`src/dbsfc_defs.svh`:
```
`ifndef DBSFC_DEFS_SVH
`define DBSFC_DEFS_SVH

// ****************************************************************
// Clock and oscillator timing
// ****************************************************************
`define DBSFC_CLK_HZ 100000000
`define DBSFC_F_HIGH_HZ 300000
`define DBSFC_F_LOW_HZ 200000
`define DBSFC_F_SYNC_MIN_HZ 240000
`define DBSFC_CYC_HIGH (`DBSFC_CLK_HZ / `DBSFC_F_HIGH_HZ)
`define DBSFC_CYC_LOW (`DBSFC_CLK_HZ / `DBSFC_F_LOW_HZ)
`define DBSFC_CYC_SYNC_LOSS (2 * (`DBSFC_CLK_HZ / `DBSFC_F_SYNC_MIN_HZ))

// ****************************************************************
// Switching-cycle counts
// ****************************************************************
`define DBSFC_MODE_RUN_LEN 4
`define DBSFC_SS_CYCLES 512
`define DBSFC_SS_STEPS 5
`define DBSFC_PGOOD_CYCLES 32768
`define DBSFC_UV_ARM_CYCLES 6144

// ****************************************************************
// APB register map
// ****************************************************************
`define DBSFC_REG_CTRL 8'h00
`define DBSFC_REG_STATUS 8'h04
`define DBSFC_REG_SSLEVEL 8'h08
`define DBSFC_CTRL_FORCE_FCCM 0
`define DBSFC_CTRL_FAULT_CLR 1
`define DBSFC_CTRL_RESET 32'h0000_0000

`endif

```
`src/dbsfc_pkg.sv`:
```
package dbsfc_pkg;

    // Analogue comparator flags of one rail
    typedef struct packed {
        logic duty_done;
        logic phase_low;
        logic lower_low_ack;
        logic oc_pos;
        logic oc_neg;
        logic valley_low;
        logic reverse_cur;
        logic fb_trip;
        logic over_volt;
        logic under_10;
        logic under_25;
    } dbsfc_rail_flags_t;

    // Board-level control pins and global flags
    typedef struct packed {
        logic power_off_n;
        logic rail33_enable;
        logic rail5_enable;
        logic [1:0] order_select;
        logic light_load_forbid;
        logic sync_pin;
        logic over_temp;
        logic rail5_at_5v;
        logic batt_low;
    } dbsfc_pins_t;

    typedef enum logic [1:0] {
        DBSFC_ORD_GND = 2'b00,
        DBSFC_ORD_REF = 2'b01,
        DBSFC_ORD_BIAS = 2'b10
    } dbsfc_order_t;

    typedef enum logic [1:0] {
        DBSFC_MODE_SHUTDOWN = 2'b00,
        DBSFC_MODE_STANDBY = 2'b01,
        DBSFC_MODE_RUN = 2'b10
    } dbsfc_mode_t;

    typedef enum logic [2:0] {
        DBSFC_ST_OFF = 3'b000,
        DBSFC_ST_BOOT = 3'b001,
        DBSFC_ST_HIGH = 3'b010,
        DBSFC_ST_DEAD_HL = 3'b011,
        DBSFC_ST_LOW = 3'b100,
        DBSFC_ST_DEAD_LH = 3'b101,
        DBSFC_ST_REST = 3'b110
    } dbsfc_state_t;

endpackage : dbsfc_pkg

```
`src/dbsfc_ctrl.sv`:
```
`timescale 1ns/1ns
`include "dbsfc_defs.svh"

// How it works
// - Two modulators, half a period apart
// - Upper gate on at start, off at duty
// - Lower gate waits for low switch node
// - Lower held to next start, confirmed off
// - Four low valleys enter hysteretic mode
// - Four high valleys return to fixed frequency
// - Reverse current releases lower gate early in hysteretic mode
// - Bootstrap recharge before switching resumes
// - Five volt rail feeds bias, regulator off
// - Overcurrent ends upper or lower pulse
// - 300k, 200k or external falling-edge sync
// - Over-temperature turns all gates off, mode standby
// - Overvoltage latches uppers off, lowers on
// - Power-good low on ten percent sag
// - Armed undervoltage latches both rails off
// - Faults held until toggle or battery loss
// - Shutdown, standby and run modes
// - Soft-start limit ramps over 512 cycles
// - Power-good held low 32K cycles
// - Undervoltage armed after 6144 cycles
// - Reference order watches only 3.3V rail
// - Order select sets rail start order
module dbsfc_ctrl #(
    parameter int unsigned PGOOD_CYCLES = `DBSFC_PGOOD_CYCLES,
    parameter int unsigned UV_ARM_CYCLES = `DBSFC_UV_ARM_CYCLES
) (
    input wire logic core_clk_i,
    input wire logic rstn_i,
    input wire dbsfc_pkg::dbsfc_pins_t pins_i,
    input wire dbsfc_pkg::dbsfc_rail_flags_t [1:0] rail_flags_i,
    input wire logic psel_i,
    input wire logic penable_i,
    input wire logic pwrite_i,
    input wire logic [7:0] paddr_i,
    input wire logic [31:0] pwdata_i,
    output logic [31:0] prdata_o,
    output logic pready_o,
    output logic pslverr_o,
    output logic [1:0] upper_gate_o,
    output logic [1:0] lower_gate_o,
    output logic [1:0] emul_sense_en_o,
    output logic [5:0] ilim_level_o,
    output logic pgood_o,
    output logic bias_pass_o,
    output logic bias_reg_en_o,
    output logic ref_en_o,
    output logic [1:0] mode_o
);
    import dbsfc_pkg::*;

    // ****************************************************************
    // Input synchronisers
    // ****************************************************************
    dbsfc_pins_t pins_s1_r, pins_r;
    dbsfc_rail_flags_t [1:0] flags_s1_r, flags_r;
    dbsfc_pins_t pins_d_r;

    always_ff @(posedge core_clk_i) begin
        if (!rstn_i) begin
            pins_s1_r <= '0;
            pins_r <= '0;
            pins_d_r <= '0;
            flags_s1_r <= '0;
            flags_r <= '0;
        end else begin
            pins_s1_r <= pins_i;
            pins_r <= pins_s1_r;
            pins_d_r <= pins_r;
            flags_s1_r <= rail_flags_i;
            flags_r <= flags_s1_r;
        end
    end

    // ****************************************************************
    // Oscillator and sync
    // ****************************************************************
    localparam logic [9:0] CYC_HIGH = 10'(`DBSFC_CYC_HIGH);
    localparam logic [9:0] CYC_LOW = 10'(`DBSFC_CYC_LOW);
    localparam logic [9:0] CYC_LOSS = 10'(`DBSFC_CYC_SYNC_LOSS);

    logic [9:0] osc_cnt_r, osc_period, loss_cnt_r, half_cnt_r;
    logic sync_lock_r, sync_fall, tick, tick_half;

    assign sync_fall = pins_d_r.sync_pin && !pins_r.sync_pin;
    assign osc_period = pins_r.sync_pin ? CYC_HIGH : CYC_LOW;
    assign tick = sync_lock_r ? sync_fall : (osc_cnt_r >= osc_period - 10'h001);
    assign tick_half = (osc_cnt_r == half_cnt_r) && (osc_cnt_r != 10'h000);

    always_ff @(posedge core_clk_i) begin
        if (!rstn_i) begin
            osc_cnt_r <= '0;
            half_cnt_r <= CYC_LOW >> 1;
        end else if (tick) begin
            osc_cnt_r <= '0;
            half_cnt_r <= sync_lock_r ? (osc_cnt_r >> 1) : (osc_period >> 1);
        end else if (osc_cnt_r != 10'h3FF) begin
            osc_cnt_r <= osc_cnt_r + 10'h001;
        end
    end

    // External clock is taken as present while falling edges keep coming
    always_ff @(posedge core_clk_i) begin
        if (!rstn_i) begin
            loss_cnt_r <= '0;
            sync_lock_r <= 1'b0;
        end else if (sync_fall) begin
            loss_cnt_r <= '0;
            sync_lock_r <= (loss_cnt_r < CYC_LOSS) && (loss_cnt_r != 10'h000);
        end else if (loss_cnt_r < CYC_LOSS) begin
            loss_cnt_r <= loss_cnt_r + 10'h001;
        end else begin
            sync_lock_r <= 1'b0;
        end
    end

    // ****************************************************************
    // Operating mode and sequencing
    // ****************************************************************
    logic [1:0] rail_run;
    logic device_on, any_run, fault_clear, sw_clr_r, force_fccm_r;
    logic ov_lat_r, uv_lat_r, uv_armed_r;

    assign device_on = pins_r.power_off_n && !pins_r.over_temp;

    always_comb begin
        unique case (dbsfc_order_t'(pins_r.order_select))
            DBSFC_ORD_GND: begin
                rail_run[1] = pins_r.rail33_enable;
                rail_run[0] = pins_r.rail33_enable && pins_r.rail5_enable;
            end
            DBSFC_ORD_BIAS: begin
                rail_run[0] = pins_r.rail33_enable;
                rail_run[1] = pins_r.rail33_enable && pins_r.rail5_enable;
            end
            default: begin
                rail_run[0] = pins_r.rail33_enable;
                rail_run[1] = pins_r.rail5_enable;
            end
        endcase
        rail_run = device_on ? rail_run : 2'b00;
    end
    assign any_run = |rail_run;

    // ****************************************************************
    // Latched faults
    // ****************************************************************
    assign fault_clear = (pins_r.power_off_n != pins_d_r.power_off_n) ||
                         (pins_r.rail33_enable != pins_d_r.rail33_enable) ||
                         pins_r.batt_low || sw_clr_r;

    always_ff @(posedge core_clk_i) begin
        if (!rstn_i) begin
            ov_lat_r <= 1'b0;
            uv_lat_r <= 1'b0;
        end else begin
            if (any_run && (flags_r[0].over_volt || flags_r[1].over_volt)) begin
                ov_lat_r <= 1'b1;
            end else if (fault_clear) begin
                ov_lat_r <= 1'b0;
            end
            if (uv_armed_r && (flags_r[0].under_25 || flags_r[1].under_25)) begin
                uv_lat_r <= 1'b1;
            end else if (fault_clear) begin
                uv_lat_r <= 1'b0;
            end
        end
    end

    // ****************************************************************
    // Startup timers
    // ****************************************************************
    logic [15:0] pg_cnt_r;
    logic [12:0] uv_cnt_r;
    logic pg_done, pg_sag;

    assign pg_done = (32'(pg_cnt_r) >= PGOOD_CYCLES);

    always_ff @(posedge core_clk_i) begin
        if (!rstn_i || !any_run) begin
            pg_cnt_r <= '0;
            uv_cnt_r <= '0;
            uv_armed_r <= 1'b0;
        end else if (tick) begin
            if (!pg_done) begin
                pg_cnt_r <= pg_cnt_r + 16'h0001;
            end
            if (32'(uv_cnt_r) + 32'd1 >= UV_ARM_CYCLES) begin
                uv_armed_r <= 1'b1;
            end else begin
                uv_cnt_r <= uv_cnt_r + 13'h0001;
            end
        end
    end

    always_comb begin
        if (dbsfc_order_t'(pins_r.order_select) == DBSFC_ORD_REF) begin
            pg_sag = !rail_run[0] || flags_r[0].under_10;
        end else begin
            pg_sag = !(&rail_run) || flags_r[0].under_10 || flags_r[1].under_10;
        end
    end

    always_ff @(posedge core_clk_i) begin
        if (!rstn_i) begin
            pgood_o <= 1'b0;
            bias_pass_o <= 1'b0;
            bias_reg_en_o <= 1'b0;
            ref_en_o <= 1'b0;
            mode_o <= DBSFC_MODE_SHUTDOWN;
        end else begin
            pgood_o <= pg_done && !pg_sag && !ov_lat_r && !uv_lat_r;
            bias_pass_o <= pins_r.power_off_n && pins_r.rail5_at_5v;
            bias_reg_en_o <= pins_r.power_off_n && !pins_r.rail5_at_5v;
            ref_en_o <= pins_r.power_off_n;
            mode_o <= !pins_r.power_off_n ? DBSFC_MODE_SHUTDOWN :
                      any_run ? DBSFC_MODE_RUN : DBSFC_MODE_STANDBY;
        end
    end

    // ****************************************************************
    // Per-rail modulators
    // ****************************************************************
    logic [1:0] hyst_mode;
    logic [2:0] ss_level [1:0];

    for (genvar g = 0; g < 2; g++) begin : g_rail
        dbsfc_rail_flags_t f;
        dbsfc_state_t state_r, state_nxt;
        logic ctick, start, trip_d_r, hyst_r, upper_r, lower_r, forbid, emul_r;
        logic [2:0] run_cnt_r;
        logic [9:0] ss_cnt_r;
        logic [2:0] lvl_r;

        assign f = flags_r[g];
        assign ctick = (g == 0) ? tick : tick_half;
        assign forbid = pins_r.light_load_forbid || force_fccm_r;
        assign start = hyst_r ? (f.fb_trip && !trip_d_r) : ctick;

        // Mode change needs four agreeing cycles in a row
        always_ff @(posedge core_clk_i) begin
            if (!rstn_i || !rail_run[g] || forbid) begin
                hyst_r <= 1'b0;
                run_cnt_r <= '0;
            end else if (ctick) begin
                if (f.valley_low != hyst_r) begin
                    if (run_cnt_r == 3'(`DBSFC_MODE_RUN_LEN - 1)) begin
                        hyst_r <= f.valley_low;
                        run_cnt_r <= '0;
                    end else begin
                        run_cnt_r <= run_cnt_r + 3'h1;
                    end
                end else begin
                    run_cnt_r <= '0;
                end
            end
        end

        always_ff @(posedge core_clk_i) begin
            if (!rstn_i || !rail_run[g]) begin
                ss_cnt_r <= '0;
                lvl_r <= '0;
            end else if (ctick && ss_cnt_r < 10'(`DBSFC_SS_CYCLES)) begin
                ss_cnt_r <= ss_cnt_r + 10'h001;
                lvl_r <= 3'((13'(ss_cnt_r + 10'h001) * 13'(`DBSFC_SS_STEPS)) >> 9);
            end
        end

        always_comb begin
            state_nxt = state_r;
            if (!rail_run[g] || ov_lat_r || uv_lat_r) begin
                state_nxt = DBSFC_ST_OFF;
            end else begin
                unique case (state_r)
                    DBSFC_ST_OFF: state_nxt = DBSFC_ST_BOOT;
                    DBSFC_ST_BOOT: if (start) state_nxt = DBSFC_ST_DEAD_LH;
                    DBSFC_ST_DEAD_LH: if (f.lower_low_ack) state_nxt = DBSFC_ST_HIGH;
                    DBSFC_ST_HIGH: begin
                        if (f.duty_done || f.oc_pos) begin
                            state_nxt = DBSFC_ST_DEAD_HL;
                        end
                    end
                    DBSFC_ST_DEAD_HL: if (f.phase_low) state_nxt = DBSFC_ST_LOW;
                    DBSFC_ST_LOW: begin
                        if (start) begin
                            state_nxt = DBSFC_ST_DEAD_LH;
                        end else if (f.oc_neg || (hyst_r && f.reverse_cur)) begin
                            state_nxt = DBSFC_ST_REST;
                        end
                    end
                    DBSFC_ST_REST: if (start) state_nxt = DBSFC_ST_DEAD_LH;
                    default: state_nxt = DBSFC_ST_OFF;
                endcase
            end
        end

        always_ff @(posedge core_clk_i) begin
            if (!rstn_i) begin
                state_r <= DBSFC_ST_OFF;
                upper_r <= 1'b0;
                lower_r <= 1'b0;
                trip_d_r <= 1'b0;
                emul_r <= 1'b0;
            end else begin
                state_r <= state_nxt;
                trip_d_r <= f.fb_trip;
                emul_r <= rail_run[g] && !hyst_r;
                upper_r <= (state_nxt == DBSFC_ST_HIGH);
                lower_r <= (device_on && ov_lat_r) || (state_nxt == DBSFC_ST_LOW) ||
                           (state_nxt == DBSFC_ST_BOOT);
            end
        end

        assign upper_gate_o[g] = upper_r;
        assign lower_gate_o[g] = lower_r;
        assign emul_sense_en_o[g] = emul_r;
        assign ilim_level_o[g*3 +: 3] = lvl_r;
        assign hyst_mode[g] = hyst_r;
        assign ss_level[g] = lvl_r;
    end

    // ****************************************************************
    // APB slave
    // ****************************************************************
    logic apb_acc;
    logic [31:0] rd_val;
    logic hit;

    assign apb_acc = psel_i && penable_i && !pready_o;

    always_comb begin
        hit = 1'b1;
        rd_val = '0;
        unique case (paddr_i)
            `DBSFC_REG_CTRL: rd_val = {31'h0, force_fccm_r};
            `DBSFC_REG_STATUS: rd_val = {22'h0, bias_pass_o, sync_lock_r, uv_armed_r, pgood_o,
                                         uv_lat_r, ov_lat_r, hyst_mode, mode_o};
            `DBSFC_REG_SSLEVEL: rd_val = {25'h0, ss_level[1], 1'b0, ss_level[0]};
            default: hit = 1'b0;
        endcase
    end

    always_ff @(posedge core_clk_i) begin
        if (!rstn_i) begin
            pready_o <= 1'b0;
            pslverr_o <= 1'b0;
            prdata_o <= '0;
            force_fccm_r <= 1'(`DBSFC_CTRL_RESET >> `DBSFC_CTRL_FORCE_FCCM);
            sw_clr_r <= 1'b0;
        end else begin
            pready_o <= apb_acc;
            pslverr_o <= apb_acc && !hit;
            prdata_o <= (apb_acc && !pwrite_i && hit) ? rd_val : 32'h0000_0000;
            sw_clr_r <= 1'b0;
            if (psel_i && penable_i && pready_o && pwrite_i && paddr_i == `DBSFC_REG_CTRL) begin
                force_fccm_r <= pwdata_i[`DBSFC_CTRL_FORCE_FCCM];
                sw_clr_r <= pwdata_i[`DBSFC_CTRL_FAULT_CLR];
            end
        end
    end

endmodule : dbsfc_ctrl

```
`config.mk`:
```
export PLATFORM = sky130hd
export DESIGN_NAME = dbsfc_ctrl
export DESIGN_NICKNAME = d
export VERILOG_FILES = /design/src/dbsfc_pkg.sv /design/src/dbsfc_ctrl.sv
export VERILOG_INCLUDE_DIRS = /design/src
export SDC_FILE = /design/constraint.sdc
export NUM_CORES = 1
export LEC_CHECK = 0
export BUFFER_PORTS_ARGS = -buffer_cell sky130_fd_sc_hd__buf_2
export CORE_MARGIN = 2
export CORE_UTILIZATION = 40
export DETAILED_ROUTE_END_ITERATION = 10
export HOLD_SLACK_MARGIN = 0.1
export PLACE_DENSITY_LB_ADDON = 0.08
export SETUP_SLACK_MARGIN = 0.02
export SLEW_MARGIN = 25
export SYNTH_ARGS = -nofsm -noshare
export SYNTH_HDL_FRONTEND = slang
export SYNTH_SLANG_ARGS = --single-unit
```
`constraint.sdc`:
```
create_clock -name core_clk_i -period 6.7 [get_ports core_clk_i]
set_input_delay 0.67 -clock core_clk_i [delete_from_list [all_inputs] [get_ports core_clk_i]]
set_output_delay 0.67 -clock core_clk_i [all_outputs]
set_load 0.02 [all_outputs]
```
==> parameters.txt <==
Parameter                              Value

Outcome
  Result of the run ... complete, no violations

Drt
  Routed met3 length ... 598 um
  Final antenna-violating net count ... 0
  Per-cell routed wire length ... 13.7 um
  Detail-routed via count per cell ... 4.81
  Detailed-routing iteration count for the pre-antenna-repair pass ... 4
  Sum of routed wire length over all layers ... 18000 um
  Wire length on met1 ... a little under 10000 um
  Number of vias after detailed routing ... ~6300
  First DRT Iteration DRCs ... 358
  Uppermost routed layer ... met4
  DRC errors left ... 0
  Metal2 WL ... 7530 um

Placement
  Weighted congestion reported at the end of routability-driven placement ... 0.758
  Final HPWL from detailed placement ... 12800 um
  Number of input and output port buffers inserted ... 76

Setup path
  R2R depth ... 12
  Critical path startpoint category ... register
  Capture point of the worst reg-to-reg path ... g_rail[1].lvl_r[2]$_SDFFE_PP0P_
  Cell with the largest stage delay on the worst path ... dfxtp_1
  Internal reg-to-reg setup slack ... 3.58 ns
  Maximum net fanout on the critical path ... 4
  Arrival time worst endpoint ... 3.47 ns
  Series of cell instances along the critical path ... and3_1 -> nand3_1 -> xnor2_1 -> ha_1 -> ha_1 -> a211o_1 -> a211oi_1 -> o21bai_1 -> a21oi_1 -> o21bai_1 -> xnor2_1 -> o31ai_1
  Critical path type ... register to register
  Capturing element type of the critical path ... register
  Worst Path Required ... 7.05 ns
  Biggest cell delay along the critical path ... 0.41 ns
  Startpoint of the most critical register-to-register path ... g_rail[1].ss_cnt_r[2]$_SDFFE_PP0P_

Yosys
  Netlist cell types ... 62
  Post-Syn Area ... 8840 um^2
  Synthesized-area fraction occupied by adder cells ... 6.80%
  Share of synthesized flip-flops with an asynchronous set or reset ... 0%
  Post-synthesis average cell area ... ~9 um^2
  Post-Synthesis Cells ... 978
  Area share of xor/xnor cells in the synthesized design ... 8.71%
  Main synth FF type ... dfxtp_1
  Simple-gate area share of the yosys netlist ... 25.5%
  Register area share after synthesis ... 44.4%
  Dominant combinational cell family by area after synthesis ... simple AND/OR/NAND/NOR gates
  Fraction of synthesized area in multiplexers ... 0.580%
  Post-synthesis compound-gate area fraction ... 8.62%
  Number of flops mapped to enable cells by yosys ... 0
  Flops & latches, synth ... roughly 200
  Total number of yosys warnings ... 0

Power
  Switching Power ... ~610 uW
  Pwr/cell area ... 237 nW/um^2
  Power, Total ... 2350 uW
  Leakage power ... 0.00414 uW
  Register share of total power ... between 50% and 60%
  Worst ir drop on vdd ... 0.145 mV
  Switching Share ... 25.8%
  Internal Pwr Total ... 1740 uW
  Clock network power share ... 45.5%
  Fraction of power consumed by combinational cells ... under 10%

STA
  Clock skew ... 0.0223 ns
  Final Hold Viols ... 0
  Transition time at the pin with the least slew margin ... 0.795 ns
  Maximum clock rate ... 320 MHz
  Final hold slack ... ~0.42 ns
  # setup viols final ... 0
  Max-slew violation count ... 0
  Remaining max-slew budget at the tightest pin ... 46.9%
  Crit path time final ... 3.12 ns
  Final setup TNS ... 0 ns
  Setup repair after global routing missed its margin ... no
  Final cycle utilization of the critical path ... 46.6%

Floorplan
  Number of placed I/O pins ... between 100 and 150
  Count of standard-cell rows ... 54
  CORE AREA ... 21800 um^2
  Die height ... 153 um
  Die X ... 153 um
  Initial standard-cell utilization of the core ... 40.6%
  Area of the die ... 23300 um^2

Min path
  Worst min-delay path category ... input pin to register
  Hold Crit Depth ... 2
  HP Start ... rail_flags_i[12]
  Endpoint of the worst hold path ... flags_s1_r[12]$_SDFF_PN0_

Final layout
  Most common library cell in the layout ignoring fill and taps ... dfxtp_1
  Highest-count cells in the layout ignoring fill and taps ... 196 x dfxtp_1, 109 x nor2_1, 78 x nand2_1
  Final layout net count ... 1150
  Ant. Diodes ... 0
  Area growth from synthesis to layout ... 12.2%
  Share of layout cells above drive strength 1 ... around an eighth

CTS
  Count of H-tree levels built during CTS ... 4
  Source-to-sink clock delay at the later pin of the worst-skew pair ... 0.45 ns
  Post-CTS Hold Fix Bufs ... 0
  CTS Buffer Depth ... 2
  CTS tree ... yes
  CTS sink cnt ... 196
  Quantity of gates resized following cts ... 0
  Setup Buffers After CTS ... 0
  Clock Tree Root ... clkbuf_16
  Num CTS Buffers ... 17
  Clock transition at path regs ... 0.09 ns

GRT
  Number of global-route vias before repair ... 5904
  Global route total overflow ... 0
  Global-route wire length before repair ... 29900 um
  Aggregate global-route resource usage ... 15.6%
  Number of antenna violations at the first check in global routing ... 0
  Maximum number of pins on one net before global-route repair ... 92

Flow run
  # Max-Cap Violations ... 0
## worst max-delay path: cells and delay by family, from the launching register on
| family | cells | cell delay (ns) |
|---|---|---|
| fa+ha+maj | 2 | 0.60 |
| flops | 1 | 0.41 |
| simple gates | 2 | 0.42 |
| compound gates | 6 | 1.21 |
| xor+xnor | 2 | 0.39 |
## kinds of logic (layout without fill, tap and decap cells)
family / count (synthesis) / count (layout)
AOI/OAI and AO/OA: 114 / 114
xor gates and xnor gates: 87 / 87
adders and majority gates: 48 / 48
buffers and inverters: 92 / 131
DFF: 196 / 196
muxes: 5 / 5
other: 1 / 22
and+or+nand+nor: 435 / 435
## worst max-delay path by stage
stage,end,startpoint,slack [ns]
after detailed placement,g_rail[1].lvl_r[2]$_SDFFE_PP0P_,g_rail[1].ss_cnt_r[2]$_SDFFE_PP0P_,3.62
after global routing,g_rail[0].lvl_r[2]$_SDFFE_PP0P_,g_rail[0].ss_cnt_r[0]$_SDFFE_PP0P_,3.32
after CTS,g_rail[1].lvl_r[2]$_SDFFE_PP0P_,g_rail[1].ss_cnt_r[2]$_SDFFE_PP0P_,3.55
after global placement,g_rail[1].lvl_r[2]$_SDFFE_PP0P_,g_rail[1].ss_cnt_r[0]$_SDFFE_PP0P_,3.63
final,g_rail[1].lvl_r[2]$_SDFFE_PP0P_,g_rail[1].ss_cnt_r[2]$_SDFFE_PP0P_,3.58
after floorplan,g_rail[1].lvl_r[2]$_SDFFE_PP0P_,g_rail[1].ss_cnt_r[2]$_SDFFE_PP0P_,3.96
## cell type report
class	instances	area (um^2)
Clock buffer	17	425
Sequential cell	196	3920
Multi-Input combinational cell	711	4530
Inverter	20	75.1
Clock inverter	15	209
Timing Repair Buffer	79	403
Fill cell	2192	11800
Tap cell	280	350
## Yosys cell counts, types with 25 or more instances
| master | n | area [um^2] |
|---|---|---|
| and2_1 | 77 | 482 |
| xor2_1 | 43 | 377 |
| and3_1 | 25 | 156 |
| a21oi_1 | 37 | 185 |
| xnor2_1 | 43 | 377 |
| buf_4 | 29 | 218 |
| nor2_1 | 110 | 413 |
| nand2_1 | 78 | 293 |
| ha_1 | 48 | 601 |
| clkbuf_1 | 30 | 113 |
| nand3_1 | 31 | 155 |
| dfxtp_1 | 196 | 3920 |
## stage by stage
| stage | worst slack, ns | utilization (%) | instance area, um^2 | cells |
|---|---|---|---|---|
| final | 3.58 | 45.6 | 9910 | 1318 |
| after global routing | 3.32 | 45.6 | 9910 | 1318 |
| after CTS | 3.55 | 45.6 | 9910 | 1318 |
| after detailed placement | 3.62 | 42.6 | 9280 | 1286 |
| after global placement | 3.63 | 42.6 | 9280 | 1286 |
| after floorplan | 3.96 | - | 8920 | 999 |
## routing by layer
layer / up-vias / GRT usage, %
met5: - / 0
li1: 3382 / -
met1: 2846 / 22.7
met3: 11 / 2.96
met4: 0 / 4.10
met2: 106 / 23.8
## power by group through the flow
stage	combinational [uW]	clock (uW)	sequential, uW
6_report	80.8	1070	1200
5_1_grt	91.5	1150	1200
4_1_cts	81.8	1100	1200
3_5_place_dp	81.5	0	1230
3_3_place_gp	81.2	0	1230
2_1_floorplan	65.6	0	1220
## registers in the layout (all words and copies together) (netlist names), 2 cells and up
signal	flops
loss_cnt_r	10
g_rail.upper_r	2
g_rail.ss_cnt_r	20
mode_o	2
g_rail.lower_r	2
osc_cnt_r	10
g_rail.state_r	6
g_rail.lvl_r	6
prdata_o	10
uv_cnt_r	13
g_rail.hyst_r	2
pins_d_r	2
flags_r	22
pg_cnt_r	16
pins_r	10
g_rail.trip_d_r	2
half_cnt_r	9
g_rail.emul_r	2
flags_s1_r	22
g_rail.run_cnt_r	6
pins_s1_r	10
(Power assumes the default switching activity.)
